[src/verilog/link_timing_params.svh]
// Constants for the serial link timing block
`ifndef LINK_TIMING_PARAMS_SVH
`define LINK_TIMING_PARAMS_SVH
// SYSREF latched to LMFC boundary, in input clock cycles per divide ratio
`define SYSREF_LMFC_DIV1 5'd4
`define SYSREF_LMFC_DIV2 5'd10
`define SYSREF_LMFC_DIV4 5'd18
// Divide ratio codes on input_clock_divide_ratio
`define RATIO_DIV1 2'h0
`define RATIO_DIV2 2'h1
`define RATIO_DIV4 2'h2
// Delay stages behind the sequencer; the first frame starts 6 frames after LMFC (window 5.6 to 7.6)
`define LMFC_TO_LANE_FRAMES 7
// SYNCb must be stable this many frames before the boundary
`define SYNCB_SETUP_FRAMES 3
// Frames of SYNCb assertion that request a resynchronization
`define SYNCB_RESYNC_FRAMES 3'd4
// Multiframes of alignment sequence
`define ILA_MULTIFRAMES 3'd4
// Control characters
`define CHAR_K28_5 8'hbc
`define CHAR_K28_0 8'h1c
`define CHAR_K28_3 8'h7c
`endif

[src/verilog/link_timing_pkg.sv]
// Types shared by the serial link timing block
package link_timing_pkg;
  typedef enum logic [1:0] {sym_k, sym_ila, sym_data} sym_t;
  typedef enum logic [1:0] {st_cgs, st_ila, st_data} link_state_t;
endpackage

[src/verilog/lane_frame_if.sv]
// Frame stream carried from the sequencer into the output delay line
`timescale 1ns/1ps
interface lane_frame_if;
  import link_timing_pkg::*;
  logic adv;
  sym_t in_sym;
  logic [15:0] in_word;
  logic in_first;
  sym_t out_sym;
  logic [15:0] out_word;
  logic out_first;
  modport src (output adv, output in_sym, output in_word, output in_first,
               input out_sym, input out_word, input out_first);
  modport dly (input adv, input in_sym, input in_word, input in_first,
               output out_sym, output out_word, output out_first);
endinterface

[src/verilog/lane_delay_line.sv]
// Fixed frame-count delay between the LMFC-aligned sequencer and the lane output
`timescale 1ns/1ps
`include "link_timing_params.svh"
module lane_delay_line
  import link_timing_pkg::*;
#(
  parameter int DEPTH = `LMFC_TO_LANE_FRAMES
)
(
  // Clock and reset
  input wire logic mclk,
  input wire logic rst_n,
  input wire logic ce,
  // Frame stream
  lane_frame_if.dly fr
);
  // ********************************
  // Delay stages
  // ********************************
  sym_t sym_q [DEPTH];
  logic [15:0] word_q [DEPTH];
  logic first_q [DEPTH];
  sym_t next_sym [DEPTH];
  logic [15:0] next_word [DEPTH];
  logic next_first [DEPTH];

  // Refuse a delay line with no stage at elaboration
  if (DEPTH < 1)
  begin : g_bad_depth
    $error("lane_delay_line: DEPTH must be at least 1");
  end

  // Shift one stage per frame; holding between frames keeps latency exact in frames
  always_comb
  begin
    for (int i = 0; i < DEPTH; i++)
    begin
      next_sym[i] = sym_q[i];
      next_word[i] = word_q[i];
      next_first[i] = first_q[i];
    end
    if (fr.adv)
    begin
      next_sym[0] = fr.in_sym;
      next_word[0] = fr.in_word;
      next_first[0] = fr.in_first;
      for (int i = 1; i < DEPTH; i++)
      begin
        next_sym[i] = sym_q[i-1];
        next_word[i] = word_q[i-1];
        next_first[i] = first_q[i-1];
      end
    end
  end

  // Register stages
  always_ff @(posedge mclk or negedge rst_n)
  begin
    if (!rst_n)
    begin
      for (int i = 0; i < DEPTH; i++)
      begin
        sym_q[i] <= sym_k;
        word_q[i] <= 16'h0000;
        first_q[i] <= 1'b0;
      end
    end
    else if (ce)
    begin
      for (int i = 0; i < DEPTH; i++)
      begin
        sym_q[i] <= next_sym[i];
        word_q[i] <= next_word[i];
        first_q[i] <= next_first[i];
      end
    end
  end

  assign fr.out_sym = sym_q[DEPTH-1];
  assign fr.out_word = word_q[DEPTH-1];
  assign fr.out_first = first_q[DEPTH-1];
endmodule

[src/verilog/serial_link_sync_timing.sv]
// LMFC alignment, SYNCb handling and lane sequencing for a subclass-1 link transmitter
`timescale 1ns/1ps
`include "link_timing_params.svh"
// Functional notes
// - LMFC aligns 4/10/18 input clocks after SYSREF
// - First K28.5 frame 5.6-7.6 frames after LMFC
// - First ILA frame 5.6-7.6 frames after LMFC
// - First data frame 5.6-7.6 frames after LMFC
// - SYNCb asserted 4 frames requests resynchronization
// - Alignment sequence lasts exactly 4 multiframes
// - Frame clock period equals sampling period
// - SYNCb sample picks ILA start multiframe
module serial_link_sync_timing
  import link_timing_pkg::*;
#(
  parameter int FRAMES_PER_MF = 32
)
(
  // Clock, reset and enable
  input wire logic mclk,
  input wire logic rst_n,
  input wire logic ce,
  // Configuration
  input wire logic [1:0] input_clock_divide_ratio,
  // Link pins from the receiver
  input wire logic sysref,
  input wire logic syncb_n,
  // Sample input
  input wire logic [15:0] sample_in,
  output logic sample_take,
  // Lane output
  output logic lane_valid,
  output sym_t lane_sym,
  output logic [15:0] lane_word,
  output logic lane_mf_start,
  // Timing markers
  output logic lmfc_pulse,
  output logic link_in_data
);
  localparam int FW = $clog2(FRAMES_PER_MF);

  // Refuse multiframe sizes the SYNCb sample point and frame counter cannot serve
  if (FRAMES_PER_MF < 4 || FRAMES_PER_MF > 256)
  begin : g_bad_mf
    $error("serial_link_sync_timing: FRAMES_PER_MF must be 4..256");
  end

  // ********************************
  // Helpers
  // ********************************
  // Last divider count of a frame (input clocks per frame minus one) for a divide code
  function automatic logic [1:0] div_last(input logic [1:0] r);
    unique case (r)
      `RATIO_DIV2: div_last = 2'd1;
      `RATIO_DIV4: div_last = 2'd3;
      default: div_last = 2'd0;
    endcase
  endfunction

  // SYSREF to LMFC delay, minus one for a down-counter ending at zero
  function automatic logic [4:0] align_load(input logic [1:0] r);
    unique case (r)
      `RATIO_DIV2: align_load = `SYSREF_LMFC_DIV2 - 5'd1;
      `RATIO_DIV4: align_load = `SYSREF_LMFC_DIV4 - 5'd1;
      default: align_load = `SYSREF_LMFC_DIV1 - 5'd1;
    endcase
  endfunction

  // ********************************
  // Pin synchronisers
  // ********************************
  logic [2:0] sysref_sr, syncb_sr, next_sysref_sr, next_syncb_sr;
  logic sysref_lvl, syncb_lvl, next_sysref_lvl, next_syncb_lvl;

  // A change counts only when the last two stages agree; stage one feeds stage two only
  always_comb
  begin
    next_sysref_sr = {sysref_sr[1:0], sysref};
    next_syncb_sr = {syncb_sr[1:0], syncb_n};
    next_sysref_lvl = (sysref_sr[1] == sysref_sr[2]) ? sysref_sr[2] : sysref_lvl;
    next_syncb_lvl = (syncb_sr[1] == syncb_sr[2]) ? syncb_sr[2] : syncb_lvl;
  end

  always_ff @(posedge mclk or negedge rst_n)
  begin
    if (!rst_n)
    begin
      sysref_sr <= 3'h0;
      syncb_sr <= 3'h0;
      sysref_lvl <= 1'b0;
      syncb_lvl <= 1'b0;
    end
    else if (ce)
    begin
      sysref_sr <= next_sysref_sr;
      syncb_sr <= next_syncb_sr;
      sysref_lvl <= next_sysref_lvl;
      syncb_lvl <= next_syncb_lvl;
    end
  end

  // ********************************
  // Frame and LMFC timing
  // ********************************
  logic sysref_prev, align_busy, next_align_busy;
  logic [4:0] align_cnt, next_align_cnt;
  logic [1:0] div_cnt, next_div_cnt;
  logic [FW-1:0] frame_cnt, next_frame_cnt;
  logic frame_tick, boundary, realign, next_lmfc_pulse;

  // One frame per divided clock, so each frame carries one sample
  assign frame_tick = (div_cnt == div_last(input_clock_divide_ratio));
  assign boundary = frame_tick && (frame_cnt == FW'(FRAMES_PER_MF - 1));
  assign realign = align_busy && (align_cnt == 5'd0);

  // SYSREF edge starts a fixed countdown that restarts the frame and LMFC phase.
  // Pulse widths are the sender's duty; a 2-frame pulse always outlasts the filter.
  always_comb
  begin
    next_align_busy = align_busy;
    next_align_cnt = align_cnt;
    next_div_cnt = frame_tick ? 2'd0 : div_cnt + 2'd1;
    next_frame_cnt = frame_cnt;
    if (frame_tick)
      next_frame_cnt = boundary ? '0 : frame_cnt + FW'(1);
    if (sysref_lvl && !sysref_prev)
    begin
      next_align_busy = 1'b1;
      next_align_cnt = align_load(input_clock_divide_ratio);
    end
    else if (realign)
    begin
      next_align_busy = 1'b0;
      next_div_cnt = 2'd0;
      next_frame_cnt = '0;
    end
    else if (align_busy)
      next_align_cnt = align_cnt - 5'd1;
    next_lmfc_pulse = realign || (boundary && !align_busy);
  end

  always_ff @(posedge mclk or negedge rst_n)
  begin
    if (!rst_n)
    begin
      sysref_prev <= 1'b0;
      align_busy <= 1'b0;
      align_cnt <= 5'd0;
      div_cnt <= 2'd0;
      frame_cnt <= '0;
      lmfc_pulse <= 1'b0;
    end
    else if (ce)
    begin
      sysref_prev <= sysref_lvl;
      align_busy <= next_align_busy;
      align_cnt <= next_align_cnt;
      div_cnt <= next_div_cnt;
      frame_cnt <= next_frame_cnt;
      lmfc_pulse <= next_lmfc_pulse;
    end
  end

  // ********************************
  // Link sequencer
  // ********************************
  link_state_t state, next_state;
  logic syncb_at_lmfc, next_syncb_at_lmfc;
  logic [2:0] assert_run, next_assert_run;
  logic resync_req, next_resync_req;
  logic [1:0] ila_mf, next_ila_mf;
  sym_t frame_sym;
  logic [15:0] frame_word;
  lane_frame_if fr ();

  // Decisions take effect at LMFC boundaries only, keeping latency deterministic
  always_comb
  begin
    next_state = state;
    next_ila_mf = ila_mf;
    next_syncb_at_lmfc = syncb_at_lmfc;
    next_assert_run = assert_run;
    next_resync_req = resync_req;
    if (frame_tick)
    begin
      // Sample the level the receiver set up 3 frames ahead; hold of 0 is enough
      if (frame_cnt == FW'(FRAMES_PER_MF - 1 - `SYNCB_SETUP_FRAMES))
        next_syncb_at_lmfc = !syncb_lvl;
      // Count asserted frames; 4 in a row outside CGS is a resync request
      if (syncb_lvl)
        next_assert_run = 3'd0;
      else if (assert_run != `SYNCB_RESYNC_FRAMES)
        next_assert_run = assert_run + 3'd1;
      if (next_assert_run == `SYNCB_RESYNC_FRAMES && state != st_cgs)
        next_resync_req = 1'b1;
    end
    if (boundary)
    begin
      unique case (state)
        st_cgs:
          if (!syncb_at_lmfc)
          begin
            next_state = st_ila;
            next_ila_mf = 2'd0;
          end
        st_ila:
          if ({1'b0, ila_mf} == `ILA_MULTIFRAMES - 3'd1)
            next_state = st_data;
          else
            next_ila_mf = ila_mf + 2'd1;
        st_data: ;
      endcase
      if (resync_req)
      begin
        next_state = st_cgs;
        next_resync_req = 1'b0;
      end
    end
  end

  always_ff @(posedge mclk or negedge rst_n)
  begin
    if (!rst_n)
    begin
      state <= st_cgs;
      ila_mf <= 2'd0;
      syncb_at_lmfc <= 1'b1;
      assert_run <= 3'd0;
      resync_req <= 1'b0;
    end
    else if (ce)
    begin
      state <= next_state;
      ila_mf <= next_ila_mf;
      syncb_at_lmfc <= next_syncb_at_lmfc;
      assert_run <= next_assert_run;
      resync_req <= next_resync_req;
    end
  end

  // Content of the frame that starts after this tick, framed by the next state
  always_comb
  begin
    frame_sym = sym_k;
    frame_word = {`CHAR_K28_5, `CHAR_K28_5};
    unique case (next_state)
      st_ila:
      begin
        frame_sym = sym_ila;
        if (boundary)
          frame_word = {`CHAR_K28_0, 6'h00, next_ila_mf};
        else if (next_frame_cnt == FW'(FRAMES_PER_MF - 1))
          frame_word = {`CHAR_K28_3, `CHAR_K28_3};
        else
          frame_word = 16'(next_frame_cnt);
      end
      st_data:
      begin
        frame_sym = sym_data;
        frame_word = sample_in;
      end
      st_cgs: ;
    endcase
  end

  // ********************************
  // Output delay and lane port
  // ********************************
  // Seven delay stages put every first K, ILA or data frame 6 frames after LMFC
  assign fr.adv = frame_tick;
  assign fr.in_sym = frame_sym;
  assign fr.in_word = frame_word;
  assign fr.in_first = boundary;

  lane_delay_line #(.DEPTH(`LMFC_TO_LANE_FRAMES)) u_delay (
    .mclk(mclk),
    .rst_n(rst_n),
    .ce(ce),
    .fr(fr)
  );

  assign sample_take = ce && frame_tick && (next_state == st_data);
  assign lane_valid = ce && frame_tick;
  assign lane_sym = fr.out_sym;
  assign lane_word = fr.out_word;
  assign lane_mf_start = fr.out_first;
  assign link_in_data = (state == st_data);
endmodule

[config.mk]
export PLATFORM = sky130hd
export DESIGN_NAME = serial_link_sync_timing
export DESIGN_NICKNAME = d
export VERILOG_FILES = /design/src/verilog/link_timing_pkg.sv /design/src/verilog/lane_frame_if.sv /design/src/verilog/lane_delay_line.sv /design/src/verilog/serial_link_sync_timing.sv
export VERILOG_INCLUDE_DIRS = /design/src /design/src/verilog
export SDC_FILE = /design/constraint.sdc
export NUM_CORES = 1
export LEC_CHECK = 0
export ABC_AREA = 1
export BUFFER_PORTS_ARGS = -buffer_cell sky130_fd_sc_hd__buf_2
export CAP_MARGIN = 20
export CORE_MARGIN = 1.5
export CORE_UTILIZATION = 25
export CTS_BUF_LIST = sky130_fd_sc_hd__clkbuf_16
export CTS_CLUSTER_DIAMETER = 50
export DETAILED_ROUTE_END_ITERATION = 8
export PLACE_DENSITY_LB_ADDON = 0.25
export RECOVER_POWER = 50
export REMOVE_ABC_BUFFERS = 1
export SKIP_LAST_GASP = 1
export SLEW_MARGIN = 20
export SYNTH_ARGS = -nofsm -noshare
export SYNTH_HDL_FRONTEND = slang
export SYNTH_SLANG_ARGS = --single-unit
[constraint.sdc]
create_clock -name mclk -period 4.6 [get_ports mclk]
set_clock_uncertainty 0.1 [all_clocks]
set_input_delay 0.23 -clock mclk [delete_from_list [all_inputs] [get_ports mclk]]
set_output_delay 0.23 -clock mclk [all_outputs]
set_load 0.01 [all_outputs]
==> impl_metrics.env <==
export IMPL_grt_pass1_wl_um=23500
export IMPL_clkTransAtPathRegs_ns=0.06
export IMPL_p_clk_share_pct=28.2
export IMPL_area_delta_synth_final_pct=15.3
export IMPL_grt_ovfl_total=0
export IMPL_async_reset_ff_share_pct=100
export IMPL_ys_ff_latch=165
export IMPL_antenna_found_initial=0
export IMPL_rsz0062_at_grt="false"
export IMPL_synth_ff_type="dfrtp_1"
export IMPL_regArea_um2=4130
export IMPL_wl_um=13700
export IMPL_cap_violations=1
export IMPL_violations="max-capacitance violations, max-slew violations"
export IMPL_die_area_um2=29300
export IMPL_hold_depth=3
export IMPL_syn_cell_area_um2=7070
export IMPL_post_route_min_period_ns=3.41
export IMPL_power_frac_comb_pct=25.9
export IMPL_worst_slew_pin_slew_ns=2.22
export IMPL_cts_htree_levels=4
export IMPL_worst_setup_path_type="flop to output port"
export IMPL_synth_edf_count=0
export IMPL_synth_top_area_share_pct=58.0
export IMPL_setup_ws_ns=1.19
export IMPL_multi_input_comb_area_um2=2290
export IMPL_syn_area_per_cell_um2=9.05
export IMPL_yosys_area_top_type="dfrtp_1"
export IMPL_cts_root_buf="clkbuf_16"
export IMPL_port_buffers=45
export IMPL_synthMostInstantiatedCell="nand2_1"
export IMPL_drt_iter0_drc=335
export IMPL_gr_usage_all_layers_pct=10.2
export IMPL_cts_tree="done"
export IMPL_place_ws_ns=1.48
export IMPL_wire_per_inst_um=11.4
export IMPL_synth_cells=781
export IMPL_cts_path_max_buffers=2
export IMPL_n_fill_cell=2995
export IMPL_min_from="sample_in[14]"
export IMPL_cts_sinks=165
export IMPL_drc_errors=0
export IMPL_ios=46
export IMPL_grt_max_degree=100
export IMPL_crit_fanout=13
export IMPL_rr_worst_depth=14
export IMPL_ys_seq_area_share_pct=58.4
export IMPL_met3_length_um=371
export IMPL_core_area_um2=27800
export IMPL_timing_hold_violations_final=0
export IMPL_clk_latency_ns=0.43
export IMPL_cp_startpoint="frame_cnt[0]"
export IMPL_firstDrtPassIters=4
export IMPL_via_per_inst=4.07
export IMPL_cp_start_kind="flop"
export IMPL_switchingPower_uw=1700
export IMPL_relSlewSlack_pct=-48.2
export IMPL_hpwl_um=8640
export IMPL_status="finished, violations left"
export IMPL_nets=844
export IMPL_setup_tns_ns=0
export IMPL_yosys_top_cells_area="dfrtp_1 (58%), nand2_1 (12%), o21ai_0 (9.7%)"
export IMPL_powerDensity_nw_per_um2=604
export IMPL_rows=61
export IMPL_cp_end_kind="output port"
export IMPL_crit_arrival_ns=3.08
export IMPL_top_layer="met4"
export IMPL_cts_resized=0
export IMPL_met1_length_um=6880
export IMPL_met2_length_um=6220
export IMPL_synth_common_cells="nand2_1 (221), dfrtp_1 (164), o21ai_0 (137)"
export IMPL_grt_pass1_vias=4741
export IMPL_worstReg2RegStart="frame_cnt[0]"
export IMPL_ys_types=38
export IMPL_num_vias=4878
export IMPL_gp_congestion=0.776
export IMPL_cp_data_required_time_ns=4.27
export IMPL_hold_class="input pin to flop"
export IMPL_n_antenna_cell=0
export IMPL_period_share_pct=74.2
export IMPL_die_w_um=171
export IMPL_ir_drop_mv=0.213
export IMPL_netSwitchingFraction_pct=34.5
export IMPL_power_leakage_uw=0.00380
export IMPL_drive_gt1_share_pct=9.26
export IMPL_maxSlewViolCount=89
export IMPL_cts_made_buffers=17
export IMPL_ant_nets=0
export IMPL_seqPwrFrac_pct=45.9
export IMPL_yosysWarnings=0
export IMPL_setup_violations=0
export IMPL_start_util_pct=25.5
export IMPL_p_int_uw=3220
export IMPL_fmax_mhz=293
export IMPL_fp_dieH_um=171
layout by cell type, fill, tap and decap left out, types with 3 or more instances in the layout:
cell,count
nor2_4,3
clkbuf_16,17
o21ai_1,7
clkbuf_1,23
nand3_1,15
a22oi_1,3
nor2_1,18
clkbuf_2,3
buf_2,22
inv_6,6
o21ai_0,137
nor2_2,3
dfrtp_1,164
inv_1,99
inv_8,3
o22ai_1,3
nand2_1,221
o211ai_1,3
a21oi_1,15
nand4_1,5
ha_1,12
buf_4,3
dlygate4sd3_1,9
stage by stage:
step / utilization [%] / instances / hold WS (ns) / instance area [µm²] / total power, µW
4_1_cts: 29.5 / 1199 / 0.0115 / 8200 / 5030
3_5_place_dp: 27.1 / 1159 / 0.273 / 7540 / 3610
6_report: 29.4 / 1199 / 0.0183 / 8160 / 4920
5_1_grt: 29.4 / 1199 / 0.0258 / 8160 / 5350
2_1_floorplan: - / 730 / -0.166 / 6790 / 3190
3_3_place_gp: 27.1 / 1159 / 0.273 / 7540 / 3580
repair_timing:
action	4_1_cts	5_1_grt
endpoints found under the setup margin	0	0
hold endpoints to repair	93	0
buffers inserted	0	0
hold buffers	9	0
final timing paths:
kind	endpoint	slack [ns]
setup / recovery	sample_take	1.19
hold / removal	u_delay.word_q[110]	0.02
setup reg to reg	u_delay.word_q[109]	1.70
hold reg to reg	u_delay.fr.out_word[8]	0.37
max in group asynchronous	u_delay.word_q[71]	1.42
min in group asynchronous	sysref_sr[0]	0.88
state kept, by name, indices dropped and copies added (netlist names), 3 cells and up:
name / flops
u_delay.word_q: 96
syncb_sr: 3
u_delay.first_q: 6
assert_run: 3
frame_cnt: 5
sysref_sr: 3
u_delay.sym_q: 12
align_cnt: 5
u_delay.fr.out_word: 16
critical path: stages, from the launching register on:
cell and delay [ns]:
dfrtp_1 0.40, ha_1 0.22, inv_1 0.05, nor2_1 0.10
ha_1 0.19, nand3_2 0.17, inv_1 0.26, nand2_1 0.08
nand2_1 0.06, nand2_1 0.08, inv_1 0.08, ha_1 0.43
inv_1 0.13, nor2_2 0.23, buf_2 0.18
power groups by stage:
stage,sequential (µW),combinational (µW),clock [µW]
6_report,2260,1270,1390
5_1_grt,2330,1520,1500
4_1_cts,2260,1330,1440
3_5_place_dp,2290,1320,0
3_3_place_gp,2280,1300,0
2_1_floorplan,2270,911,0
metal layers:
| metal | global-route usage [%] | vias up |
|---|---|---|
| met5 | 0 | - |
| met3 | 2.37 | 18 |
| met1 | 13.6 | 2271 |
| met2 | 16.1 | 52 |
| li1 | - | 2537 |
| met4 | 3.62 | 0 |
final cells by class:
| cell class | count | area share, % |
|---|---|---|
| Clock buffer | 17 | 5.22 |
| Clock inverter | 14 | 1.73 |
| Tap cell | 378 | 5.80 |
| Multi-Input combinational cell | 466 | 28.0 |
| Timing Repair Buffer | 60 | 3.97 |
| Inverter | 99 | 4.59 |
| Sequential cell | 165 | 50.6 |
logic make-up (layout without fill, tap and decap cells):
family,count (synthesis),in the layout,share of synthesized area [%]
simple gates,271,271,15.8
xor+xnor,3,3,0.637
buf+inv,150,190,9.25
fa+ha+maj,12,12,2.12
flops,165,165,58.4
compound gates,180,180,13.8
No activity file was read; power rests on OpenSTA's default activity.
